$ cat config.mk
export PLATFORM = sky130hd
export DESIGN_NAME = urab_bridge
export DESIGN_NICKNAME = d
export VERILOG_FILES = /design/src/design/urab_pkg.sv /design/src/design/urab_arbiter.sv /design/src/design/urab_bridge.sv
export VERILOG_INCLUDE_DIRS = /design/src /design/src/design
export SDC_FILE = /design/constraint.sdc
export NUM_CORES = 1
export LEC_CHECK = 0
export BUFFER_PORTS_ARGS = -buffer_cell sky130_fd_sc_hd__buf_2
export CORE_AREA = 2 2 120 87
export DETAILED_ROUTE_END_ITERATION = 8
export DIE_AREA = 0 0 122 89
export PLACE_DENSITY_LB_ADDON = 0.08
export SETUP_SLACK_MARGIN = 0.2
export SYNTH_ARGS = -nofsm -noshare
export SYNTH_HDL_FRONTEND = slang
export SYNTH_SLANG_ARGS = --single-unit
export TNS_END_PERCENT = 50
$ cat constraint.sdc
create_clock -name hclk -period 9.13 [get_ports hclk]
set_input_delay 1.3695 -clock hclk [delete_from_list [all_inputs] [get_ports hclk]]
set_output_delay 1.3695 -clock hclk [all_outputs]
set_load 0.05 [all_outputs]
$ cat src/design/urab_defines.svh
`ifndef URAB_DEFINES_SVH
`define URAB_DEFINES_SVH

// register byte offsets
`define URAB_OFF_REQ     8'h00
`define URAB_OFF_VALUE   8'h04
`define URAB_OFF_ARB     8'h08
`define URAB_OFF_WDATA   8'h0C
`define URAB_OFF_STAT    8'h10
`define URAB_OFF_MASK    8'h14

// core_read_request fields
`define URAB_REQ_BIT     31
`define URAB_ABORT_BIT   30
`define URAB_ADR_HI      9
`define URAB_ADR_LO      2

// dma_arbiter_setting fields
`define URAB_ARB_EN      31
`define URAB_ARB_MODE    28
`define URAB_PRI_W1_LO   12
`define URAB_PRI_W0_LO   8
`define URAB_PRI_R1_LO   4
`define URAB_PRI_R0_LO   0

// interrupt status / mask fields
`define URAB_INT_RD      0
`define URAB_INT_WR      1
`define URAB_INT_AB      2
`define URAB_INT_W       3

// reset values
`define URAB_VALUE_RST   16'h0000
`define URAB_ADR_RST     8'h00
`define URAB_WDATA_RST   16'h0000
`define URAB_INT_RST     3'h0
`define URAB_PRI_RST     2'h0

`endif

$ cat src/design/urab_pkg.sv
package urab_pkg;

  typedef enum logic [1:0] {
    URAB_IDLE  = 2'b00,
    URAB_READ  = 2'b01,
    URAB_WRITE = 2'b10
  } urab_state_t;

  // request toward the usb device core register port
  typedef struct packed {
    logic        valid;
    logic        write;
    logic [9:0]  addr;
    logic [15:0] wdata;
  } urab_core_req_t;

  // answer from the usb device core register port
  typedef struct packed {
    logic        ack;
    logic [15:0] rdata;
  } urab_core_rsp_t;

  // arbiter setting; pri index 0 write0, 1 write1, 2 read0, 3 read1
  typedef struct packed {
    logic            en;
    logic            mode;
    logic [3:0][1:0] pri;
  } urab_arb_cfg_t;

endpackage : urab_pkg

$ cat src/design/urab_arbiter.sv
`timescale 1ns/1ps
module urab_arbiter (
  input  wire logic                    hclk,
  input  wire logic                    hresetn,
  input  wire urab_pkg::urab_arb_cfg_t cfg,
  input  wire logic [3:0]              dma_req,
  output logic [3:0]                   dma_gnt
);
  import urab_pkg::*;

  logic [3:0] next_gnt;
  logic [1:0] last;
  logic [1:0] idx;
  logic [2:0] best;
  logic       found;

  always_comb begin
    next_gnt = 4'h0;
    idx      = 2'h0;
    best     = 3'h4;
    found    = 1'b0;
    if (cfg.mode) begin
      // lowest code wins; ties go to the lower index
      for (int i = 0; i < 4; i++) begin
        if (dma_req[i] && ({1'b0, cfg.pri[i]} < best)) begin
          best = {1'b0, cfg.pri[i]};
          idx  = i[1:0];
          found = 1'b1;
        end
      end
    end else begin
      // rotate from the one after the last winner, priorities unused
      for (int k = 4; k >= 1; k--) begin
        if (dma_req[2'(last + k[1:0])]) begin
          idx   = 2'(last + k[1:0]);
          found = 1'b1;
        end
      end
    end
    if (found) begin
      next_gnt[idx] = 1'b1;
    end
  end

  always_ff @(posedge hclk or negedge hresetn) begin
    if (!hresetn) begin
      dma_gnt <= 4'h0;
      last    <= 2'h3;
    end else begin
      dma_gnt <= cfg.en ? next_gnt : 4'h0;
      if (cfg.en && found) begin
        last <= idx;
      end
    end
  end
endmodule : urab_arbiter

$ cat src/design/urab_bridge.sv
// The register offsets and register access over AHB-Lite were chosen for this implementation.
`timescale 1ns/1ps
`include "urab_defines.svh"

module urab_bridge (
  input  wire logic                     hclk,
  input  wire logic                     hresetn,
  input  wire logic                     hsel,
  input  wire logic [31:0]              haddr,
  input  wire logic [1:0]               htrans,
  input  wire logic                     hwrite,
  input  wire logic [2:0]               hsize,
  input  wire logic [31:0]              hwdata,
  input  wire logic                     hready,
  output logic                          hreadyout,
  output logic                          hresp,
  output logic [31:0]                   hrdata,
  output urab_pkg::urab_core_req_t      core_req,
  input  wire urab_pkg::urab_core_rsp_t core_rsp,
  input  wire logic [3:0]               dma_req,
  output logic [3:0]                    dma_gnt,
  output logic                          irq
);
  import urab_pkg::*;

  // bus capture
  logic        dp_wr;
  logic [7:0]  dp_addr;

  // register state
  urab_state_t     state;
  urab_state_t     next_state;
  logic            core_access_abort_bit;
  logic [7:0]      core_address_field;
  logic [15:0]     core_read_data;
  logic [15:0]     core_write_data;
  urab_arb_cfg_t   arb_cfg;
  logic [`URAB_INT_W-1:0] interrupt_status_register;
  logic [`URAB_INT_W-1:0] int_mask;
  logic [`URAB_INT_W-1:0] int_set;

  // address phase and decode
  wire        addr_phase = hsel & htrans[1] & hready;
  wire        wr_req     = dp_wr && (dp_addr == `URAB_OFF_REQ);
  wire        wr_arb     = dp_wr && (dp_addr == `URAB_OFF_ARB);
  wire        wr_wdata   = dp_wr && (dp_addr == `URAB_OFF_WDATA);
  wire        wr_stat    = dp_wr && (dp_addr == `URAB_OFF_STAT);
  wire        wr_mask    = dp_wr && (dp_addr == `URAB_OFF_MASK);
  wire [7:0]  rd_addr    = haddr[7:0];
  wire        rd_en      = addr_phase && !hwrite;

  // access control
  wire        idle        = (state == URAB_IDLE);
  wire        abort_wr    = wr_req && hwdata[`URAB_ABORT_BIT];
  wire        start_read  = wr_req && hwdata[`URAB_REQ_BIT] && idle && !abort_wr;
  wire        start_write = wr_wdata && idle;
  wire        read_done   = (state == URAB_READ) && core_rsp.ack && !abort_wr;
  wire        write_done  = (state == URAB_WRITE) && core_rsp.ack && !abort_wr;
  wire        core_read_request_bit = !idle;
  wire        core_read_done_flag =
                interrupt_status_register[`URAB_INT_RD];

  // register images for read back
  wire [31:0] req_image   = {core_read_request_bit, core_access_abort_bit, 20'h00000,
                             core_address_field, 2'h0};
  wire [31:0] value_image = {16'h0000, core_read_data};
  wire [31:0] arb_image   = {arb_cfg.en, 2'h0, arb_cfg.mode, 14'h0000,
                             arb_cfg.pri[1], 2'h0, arb_cfg.pri[0],
                             2'h0, arb_cfg.pri[3], 2'h0, arb_cfg.pri[2]};
  wire [31:0] rd_mux =
    (rd_addr == `URAB_OFF_REQ)   ? req_image :
    (rd_addr == `URAB_OFF_VALUE) ? value_image :
    (rd_addr == `URAB_OFF_ARB)   ? arb_image :
    (rd_addr == `URAB_OFF_WDATA) ? {16'h0000, core_write_data} :
    (rd_addr == `URAB_OFF_STAT)  ? {29'h0000000, interrupt_status_register} :
    (rd_addr == `URAB_OFF_MASK)  ? {29'h0000000, int_mask} :
                                   32'h00000000;

  // zero-wait slave, always OKAY; unmapped reads give zero, writes dropped
  assign hreadyout = 1'b1;
  assign hresp     = 1'b0;

  always_ff @(posedge hclk or negedge hresetn) begin
    if (!hresetn) begin
      dp_wr   <= 1'b0;
      dp_addr <= 8'h00;
    end else begin
      dp_wr   <= addr_phase && hwrite;
      dp_addr <= haddr[7:0];
    end
  end

  // read data sampled in the address phase; the master idles between
  // transfers so a write never lands between capture and use
  always_ff @(posedge hclk or negedge hresetn) begin
    if (!hresetn) begin
      hrdata <= 32'h00000000;
    end else if (rd_en) begin
      hrdata <= rd_mux;
    end
  end

  // access sequencer
  always_comb begin
    next_state = state;
    case (state)
      URAB_IDLE: begin
        if (start_read) begin
          next_state = URAB_READ;
        end else if (start_write) begin
          next_state = URAB_WRITE;
        end
      end
      URAB_READ: begin
        if (abort_wr || core_rsp.ack) begin
          next_state = URAB_IDLE;
        end
      end
      URAB_WRITE: begin
        if (abort_wr || core_rsp.ack) begin
          next_state = URAB_IDLE;
        end
      end
      default: begin
        next_state = URAB_IDLE;
      end
    endcase
  end

  always_ff @(posedge hclk or negedge hresetn) begin
    if (!hresetn) begin
      state <= URAB_IDLE;
    end else begin
      state <= next_state;
    end
  end

  // abort stays one cycle: the cancel finishes in that same cycle
  always_ff @(posedge hclk or negedge hresetn) begin
    if (!hresetn) begin
      core_access_abort_bit <= 1'b0;
    end else begin
      core_access_abort_bit <= abort_wr;
    end
  end

  // target address held stable while an access is running
  always_ff @(posedge hclk or negedge hresetn) begin
    if (!hresetn) begin
      core_address_field <= `URAB_ADR_RST;
    end else if (wr_req && idle && !abort_wr) begin
      core_address_field <= hwdata[`URAB_ADR_HI:`URAB_ADR_LO];
    end
  end

  // a cancelled read leaves the old value; nothing is promised about it
  always_ff @(posedge hclk or negedge hresetn) begin
    if (!hresetn) begin
      core_read_data <= `URAB_VALUE_RST;
    end else if (read_done) begin
      core_read_data <= core_rsp.rdata;
    end
  end

  always_ff @(posedge hclk or negedge hresetn) begin
    if (!hresetn) begin
      core_write_data <= `URAB_WDATA_RST;
    end else if (start_write) begin
      core_write_data <= hwdata[15:0];
    end
  end

  assign core_req = '{valid: !idle,
                      write: (state == URAB_WRITE),
                      addr:  {core_address_field, 2'h0},
                      wdata: core_write_data};

  // arbiter settings: mode and priorities locked while enabled
  wire arb_unlocked = wr_arb && !arb_cfg.en;

  always_ff @(posedge hclk or negedge hresetn) begin
    if (!hresetn) begin
      arb_cfg <= '{en: 1'b0, mode: 1'b0, pri: {4{`URAB_PRI_RST}}};
    end else begin
      if (wr_arb) begin
        arb_cfg.en <= hwdata[`URAB_ARB_EN];
      end
      if (arb_unlocked) begin
        arb_cfg.mode   <= hwdata[`URAB_ARB_MODE];
        arb_cfg.pri[0] <= hwdata[`URAB_PRI_W0_LO +: 2];
        arb_cfg.pri[1] <= hwdata[`URAB_PRI_W1_LO +: 2];
        arb_cfg.pri[2] <= hwdata[`URAB_PRI_R0_LO +: 2];
        arb_cfg.pri[3] <= hwdata[`URAB_PRI_R1_LO +: 2];
      end
    end
  end

  urab_arbiter u_arbiter (
    .hclk    (hclk),
    .hresetn (hresetn),
    .cfg     (arb_cfg),
    .dma_req (dma_req),
    .dma_gnt (dma_gnt)
  );

  // interrupts: set wins over a same-cycle write-one-to-clear
  assign int_set = {abort_wr && !idle, write_done, read_done};

  always_ff @(posedge hclk or negedge hresetn) begin
    if (!hresetn) begin
      interrupt_status_register <= `URAB_INT_RST;
      int_mask                  <= `URAB_INT_RST;
    end else begin
      interrupt_status_register <= (interrupt_status_register &
        ~(wr_stat ? hwdata[`URAB_INT_W-1:0] : `URAB_INT_RST)) | int_set;
      if (wr_mask) begin
        int_mask <= hwdata[`URAB_INT_W-1:0];
      end
    end
  end

  assign irq = |(interrupt_status_register & int_mask);
endmodule : urab_bridge

==> results.md, run 1 <==
* Outcome: finished clean
* Routed Antenna Nets at 0
* Slew HR at 41.3%
* Post-synth top flop: dfrtp_1
* Maxcap violations at 0
* Crit path max fanout at 10
* I/O Pins at 162
* Register area at 2330 sq um
* Seq/Total Area, Yosys at 51.4%
* Clk_skew at 7.47 ps
* Routed vias/inst at 5.41
* Hold depth at 2
* Die footprint at 10900 sq um
* DP HPWL at 7.97 mm
* RR Startpoint: arb_cfg[1]$_DFFE_PN0P_
* Max clock buf depth at 2
* Kind of critical path: primary input to register
* Max VDD drop at 0.0948 mV
* Synth Area per Inst at 11.2 sq um
* Global Route Usage Sum at 21.7%
* CP Cell Sequence: buf_2, nand2_1, ha_1, a21oi_1, o21ai_0, mux2_2, ha_1, o21ai_0, and2_1, a21boi_0, o21ai_0, o31a_1, ha_1, nor3b_1, a21bo_2, a31o_2, o311a_1, o32ai_1
* CTS buffer count at 9
* RSZ-0062 raised after global routing: no
* Resized cells post-CTS at 0
* DR vias at 3425
* Synth unique cells at 55
* Sum Neg Setup Slack at 0 ps
* Startpoint types: primary input
* Post-CTS Setup Bufs at 0
* Worst R2R Path Depth at 17
* Root Buffer: clkbuf_16
* Fraction of layout cells with a size suffix above 1 at 36.6%
* Die Wd at 122 microns
* Largest net degree at the start of global routing at 68
* Hold Path Class: register to register
* Setup crit end kind: register
* Total gr overflow at 0
* Worst-path clk slew at 70 ps
* Total power at 1.09 mW
* Final period util at 54.9%
* Worst Tran Pin Value at 868 ps
* RePlAce Congestion at 0.848
* Number of synthesized flops with an enable pin at 0
* Worst skew pair latency at 350 ps
* 1st-pass router iterations at 4
* Total core area at 9570 sq um
* Cell count after synthesis at 405
* Hold Vio Cnt, Final at 0
* Stages on the worst setup path at 18
* N_diodes at 0
* Final setup fails at 0
* Cts-stage hold buffer count at 0
* DRC at 0
* Detailed Route WL at 11.2 mm
* Clk sink count at 93
* CTS tree: yes
* Filler Cells Inserted at 837
* HP Start: hrdata[28]$_DFFE_PN0P_
* CP startpoint: dma_req[0]
* Area Overhead vs Synth at 19.8%
* WP data arrival at 5260 ps
* CP top delay family: compound AO/OA/AOI/OAI gates
* Initial DRC count at 229
* Async SR Flop Fraction at 100%
* Final Slew Violations at 0
* Slowest-stage cell, CP: mux2_2
* Starting Density at 47.4%
* Initial antenna violation count at 0
* WL per Instance at 17.7 microns
* Required @ worst endpoint at 9370 ps
* Leak at 2.70 nW
* Cell area power density at 200 nW/um^2
* Die height at 89 microns
* Worst path bufs/invs at 1
* Vias in the first global route at 3294
* Syn Std Cell Area at 4530 sq um
* Area occupied by multi-input gates at 1990 sq um
* Max Clock Freq at 199 MHz
* Final Critical Period at 5020 ps
* YS warnings at 0
* Port bufs at 103
* Slowest stage delay, CP at 410 ps
* # rows at 30
* CTS H-tree lvls at 3
* Global-route wire length before repair at 17.6 mm
* Final net count at 601
* FF+latch count, synth at 93
## metal layers
metal | global-route usage [%] | up-vias | share of wire (%)
li1 | - | 1615 | -
met1 | 30.7 | 1679 | 48
met2 | 33.3 | 125 | 44
met3 | 6.25 | 6 | 6.4
met4 | 5.12 | 0 | 0.72
met5 | 0 | - | 0
## worst paths after layout
path / endpoint / slack, ps
setup / recovery: u_arbiter.dma_gnt[1]$_DFF_PN0_ / 4110
hold / removal: hrdata[28]$_DFFE_PN0P_ / 470
setup reg to reg: u_arbiter.dma_gnt[1]$_DFF_PN0_ / 5000
hold reg to reg: hrdata[28]$_DFFE_PN0P_ / 470
max in group asynchronous: hrdata[12]$_DFFE_PN0P_ / 7050
min in group asynchronous: state[0]$_DFFE_PN0P_ / 930
## area by class of cell
| type | instances | share of cell area (%) |
|---|---|---|
| multi-input combinational | 275 | 36.6 |
| tap | 128 | 2.95 |
| sequential | 93 | 42.9 |
| timing repair buffer | 106 | 9.95 |
| clock buffer | 11 | 4.65 |
| inverter | 15 | 1.04 |
| clock inverter | 5 | 1.91 |
## sequential cells by signal, summed over array words and instances, names as in the netlist
signal,flops
int_mask,3
hrdata,19
arb_cfg,10
core_access_abort_bit,1
core_read_data,16
u_arbiter.dma_gnt,4
u_arbiter.last,2
dp_wr,1
core_write_data,16
interrupt_status_register,3
state,2
core_address_field,8
dp_addr,8
## worst register-to-register path, cell delays in order (launching register included)
cell and delay (ps):
dfrtp_1 360, nand2_1 80, ha_1 300, a21oi_1 60, o21ai_0 360, mux2_2 410
ha_1 190, o21ai_0 100, and2_1 180, a21boi_0 370, o21ai_0 130, o31a_1 120
ha_1 190, nor3b_1 250, a21bo_2 250, a31o_2 210, o311a_1 150, o32ai_1 300
## synthesized netlist by cell type (all sizes together) (3+ instances only)
| library cell | count | share of area [%] |
|---|---|---|
| a22oi | 5 | 0.83 |
| inv | 15 | 1.2 |
| o31ai | 8 | 1.3 |
| o221ai | 3 | 0.58 |
| mux4 | 4 | 2.0 |
| nor3 | 3 | 0.33 |
| buf | 22 | 3.8 |
| mux2i | 6 | 1.3 |
| nand2 | 64 | 5.3 |
| or4 | 4 | 0.75 |
| a21o | 3 | 0.50 |
| ha | 6 | 1.7 |
| dfrtp | 91 | 50 |
| nand2b | 6 | 0.83 |
| mux2 | 51 | 13 |
| clkbuf | 15 | 1.3 |
| nand3 | 6 | 0.66 |
| o41ai | 4 | 0.77 |
| o311ai | 3 | 0.58 |
| o21ai | 23 | 2.5 |
| nor4 | 5 | 0.97 |
| nor2 | 12 | 0.99 |
| a21oi | 13 | 1.4 |
## cells in the final DEF, fill, tap and decap left out, drive strengths merged, types with 5 or more instances in the layout
master and instances:
mux2 51, nor2 12, buf 106, o31ai 8, a21oi 13, nand2b 6
clkbuf 11, mux2i 6, nand3 6, a22oi 5, conb 17, nand2 64
inv 16, ha 6, dfrtp 91, o21ai 23, nor4 5
## through the flow
| step | utilization, % | hold slack [ps] | cell area (sq um) | setup slack, ps | cells |
|---|---|---|---|---|---|
| floorplan | - | 443 | 4590 | 4240 | 420 |
| global placement | 53.0 | 457 | 5080 | 3890 | 617 |
| detailed placement | 53.0 | 463 | 5080 | 3810 | 617 |
| CTS | 56.8 | 478 | 5430 | 4160 | 633 |
| global route | 56.8 | 511 | 5430 | 3720 | 633 |
| finish | 56.8 | 471 | 5430 | 4110 | 633 |
## report_power, final
part / switching [mW] / internal [mW]
Sequential: 0.0285 / 0.457
Combinational: 0.0847 / 0.0756
Clock: 0.158 / 0.283
Total: 0.271 / 0.815
## logic make-up (layout without fill, tap and decap cells)
logic type,count (synthesis),after routing,synth area share (%)
AND/OR/NAND/NOR,111,111,11.8
flip-flops,93,93,51.4
AO/OA/AOI/OAI,80,80,12.0
multiplexers,61,61,16.7
buffers and inverters,52,137,6.35
adder cells (fa/ha/maj),6,6,1.66
other,2,17,0.166
Note: power is estimated with default switching activity, not from simulation.
==> inputs of run 2 (changes only) <==
- CORE_AREA: 2 2 120 87 -> 2 2 123 89
- DIE_AREA: 0 0 122 89 -> 0 0 125 91
- clock period: 9.13 -> 4.45 ns (I/O delays scaled with it)
==> results.md, run 2 (synthesis results as in run 1) <==
* Global-route wire length before repair at 18.3 mm (was 17.6 mm)
* CP startpoint: dma_req[0] (unchanged)
* Most frequent cells in the layout: buf_2, dfrtp_1, nand2_1 (unchanged)
* Resized cells post-CTS at 0 (unchanged)
* I/O Pins at 162 (unchanged)
* Total core area at 10200 sq um (was 9570 sq um)
* # rows at 31 (was 30)
* Largest net degree at the start of global routing at 49 (was 68)
* Setup crit end kind: register (unchanged)
* CTS tree: yes (unchanged)
* WL per Instance at 17.9 microns (was 17.7 microns)
* Dpl ws at 181 ps (was 3810 ps)
* Die Wd at 125 microns (was 122 microns)
* Flop pwr share at 47.3% (was 44.6%)
* Psw at 548 uW (was 271 uW)
* Cts-stage hold buffer count at 0 (unchanged)
* Worst Setup EP: u_arbiter.dma_gnt[1]$_DFF_PN0_ (unchanged)
* Largest Register: hrdata (unchanged)
* Max reg flops at 19 (unchanged)
* Die height at 91 microns (was 89 microns)
* Final net count at 604 (was 601)
* RR Endpoint: u_arbiter.dma_gnt[1]$_DFF_PN0_ (unchanged)
* Final Critical Period at 3950 ps
* Hold Path Class: primary input to async pin (was register to register)
* DRC at 0 (unchanged)
* CTS buffer count at 9 (unchanged)
* CTS H-tree lvls at 3 (unchanged)
* DP HPWL at 8.11 mm (was 7.97 mm)
* N_diodes at 0 (unchanged)
* Port bufs at 103 (unchanged)
* Global Route Usage Sum at 20.8% (was 21.7%)
* Slew HR at 41.5% (was 41.3%)
* Post-CTS Setup Bufs at 0 (unchanged)
* Worst Tran Pin Value at 871 ps (was 868 ps)
* P_int at 1.56 mW (was 815 uW)
* Outcome: finished clean (unchanged)
* 1st-pass router iterations at 4 (unchanged)
* Root Buffer: clkbuf_16 (unchanged)
* Max VDD drop at 0.273 mV (was 0.0948 mV)
* Top sig layer: met4 (unchanged)
* WL met1 at 5.48 mm (was 5.42 mm)
* Hold Vio Cnt, Final at 0 (unchanged)
* Final Slew Violations at 0 (unchanged)
* Kind of critical path: primary input to register (unchanged)
* Top flop regs: hrdata: 19 flops, core_read_data: 16 flops, core_write_data: 16 flops (unchanged)
* RR Startpoint: arb_cfg[1]$_DFFE_PN0P_ (unchanged)
* Initial DRC count at 285 (was 229)
* Vias in the first global route at 3341 (was 3294)
* Initial antenna violation count at 0 (unchanged)
* WP data arrival at 4190 ps (was 5260 ps)
* WHS at 322 ps (was 471 ps)
* Comb pwr share at 15.6% (was 14.7%)
* Area Overhead vs Synth at 19.1% (was 19.8%)
* Startpoint types: primary input (unchanged)
* Leak at 2.69 nW (was 2.70 nW)
* Routed vias/inst at 5.37 (was 5.41)
* Final core occ at 53.1% (was 56.8%)
* Detailed Route WL at 11.5 mm (was 11.2 mm)
* Sum Neg Setup Slack at 0 ps (unchanged)
* Fraction of layout cells with a size suffix above 1 at 36.6% (about the same)
* Routed Antenna Nets at 0 (unchanged)
* Total gr overflow at 0 (unchanged)
* Required @ worst endpoint at 4690 ps (was 9370 ps)
* Starting Density at 44.6% (was 47.4%)
* Max Clock Freq at 253 MHz
* RePlAce Congestion at 0.836 (was 0.848)
* Final period util at 88.7%
* Worst Slack Setup Final at 503 ps (was 4110 ps)
* Worst-path clk slew at 60 ps (was 70 ps)
* Sw frac at 26.0% (was 25.0%)
* Crit path max fanout at 3 (was 10)
* DR vias at 3434 (was 3425)
* Most common cell after layout, fill and taps aside: buf_2 (unchanged)
* Max clock buf depth at 2 (unchanged)
* Worst skew pair latency at 340 ps (was 350 ps)
* Worst R2R Setup Slack at 540 ps (was 5000 ps)
* Cell area power density at 390 nW/um^2 (was 200 nW/um^2)
* RSZ-0062 raised after global routing: no (unchanged)
* WL met2 at 5.03 mm (was 4.97 mm)
* Die footprint at 11400 sq um (was 10900 sq um)
* Routed met3 length at 806 microns (was 712 microns)
* Clk_skew at 5.64 ps (was 7.47 ps)
* Clk sink count at 93 (unchanged)
* Final setup fails at 0 (unchanged)
* Worst R2R Path Depth at 17 (unchanged)
* Clk pwr share at 37.1% (was 40.6%)
* Maxcap violations at 0 (unchanged)
-- run 2: changes by cell type in the layout (fill, tap and decap cells not counted) --
cell       before  now
clkinv_4        0    1
nor4_2          0    1
clkbuf_1        0    2
buf_4           4    7
nor4_4          2    1
bufinv_16       3    1
inv_6           1    0
-- run 2: power groups by stage --
stage                     logic [mW]  registers [mW]  clock network (mW)
after detailed placement       0.330            1.01                   0
after global routing           0.358            1.01               0.834
final                          0.329           0.997               0.782
after global placement         0.325            1.01                   0
after CTS                      0.331           0.996               0.798
after floorplan                0.239            1.01                   0
-- run 2: layer usage --
layer	GRT usage, %	vias up
met1	29.9	1682
met2	31.0	127
met4	5.65	0
met3	5.77	13
li1	-	1612
met5	0	-
-- run 2: area by class of cell --
cell class,instances,area [sq um]
multi-input combinational,275,1980
clock buffer,13,260
fill,937,4760
clock inverter,3,43.8
sequential,93,2330
inverter,15,56.3
timing repair buffer,109,563
tap,132,165
-- run 2: critical path: stages --
cell,delay [ps]
buf_2,100
nand2_1,70
ha_1,290
a21oi_1,60
o21ai_0,270
mux2_2,410
ha_1,200
o21ai_0,100
and2_1,180
a21boi_0,240
o21ai_0,110
o31a_1,110
ha_1,190
nor3b_1,290
a21bo_2,260
a31o_2,220
o311a_1,150
o32ai_1,270
-- run 2: worst min path at each step --
| stage | from | endpoint | slack, ps | cells after the start |
|---|---|---|---|---|
| after floorplan | hresetn | arb_cfg[0]$_DFFE_PN0P_ | 370 | 0 |
| after global placement | hrdata[30]$_DFFE_PN0P_ | hrdata[30]$_DFFE_PN0P_ | 450 | 2 |
| after detailed placement | hrdata[30]$_DFFE_PN0P_ | hrdata[30]$_DFFE_PN0P_ | 460 | 2 |
| after CTS | hresetn | dp_addr[0]$_DFF_PN0_ | 350 | 1 |
| after global routing | hresetn | state[0]$_DFFE_PN0P_ | 370 | 1 |
| final | hresetn | dp_addr[0]$_DFF_PN0_ | 320 | 1 |
-- run 2: stage by stage --
step / power [mW] / instance area [sq um] / instances
final: 2.11 / 5400 / 640
after global routing: 2.20 / 5400 / 640
after CTS: 2.13 / 5400 / 640
after detailed placement: 1.34 / 5090 / 624
after global placement: 1.33 / 5090 / 624
after floorplan: 1.25 / 4590 / 420
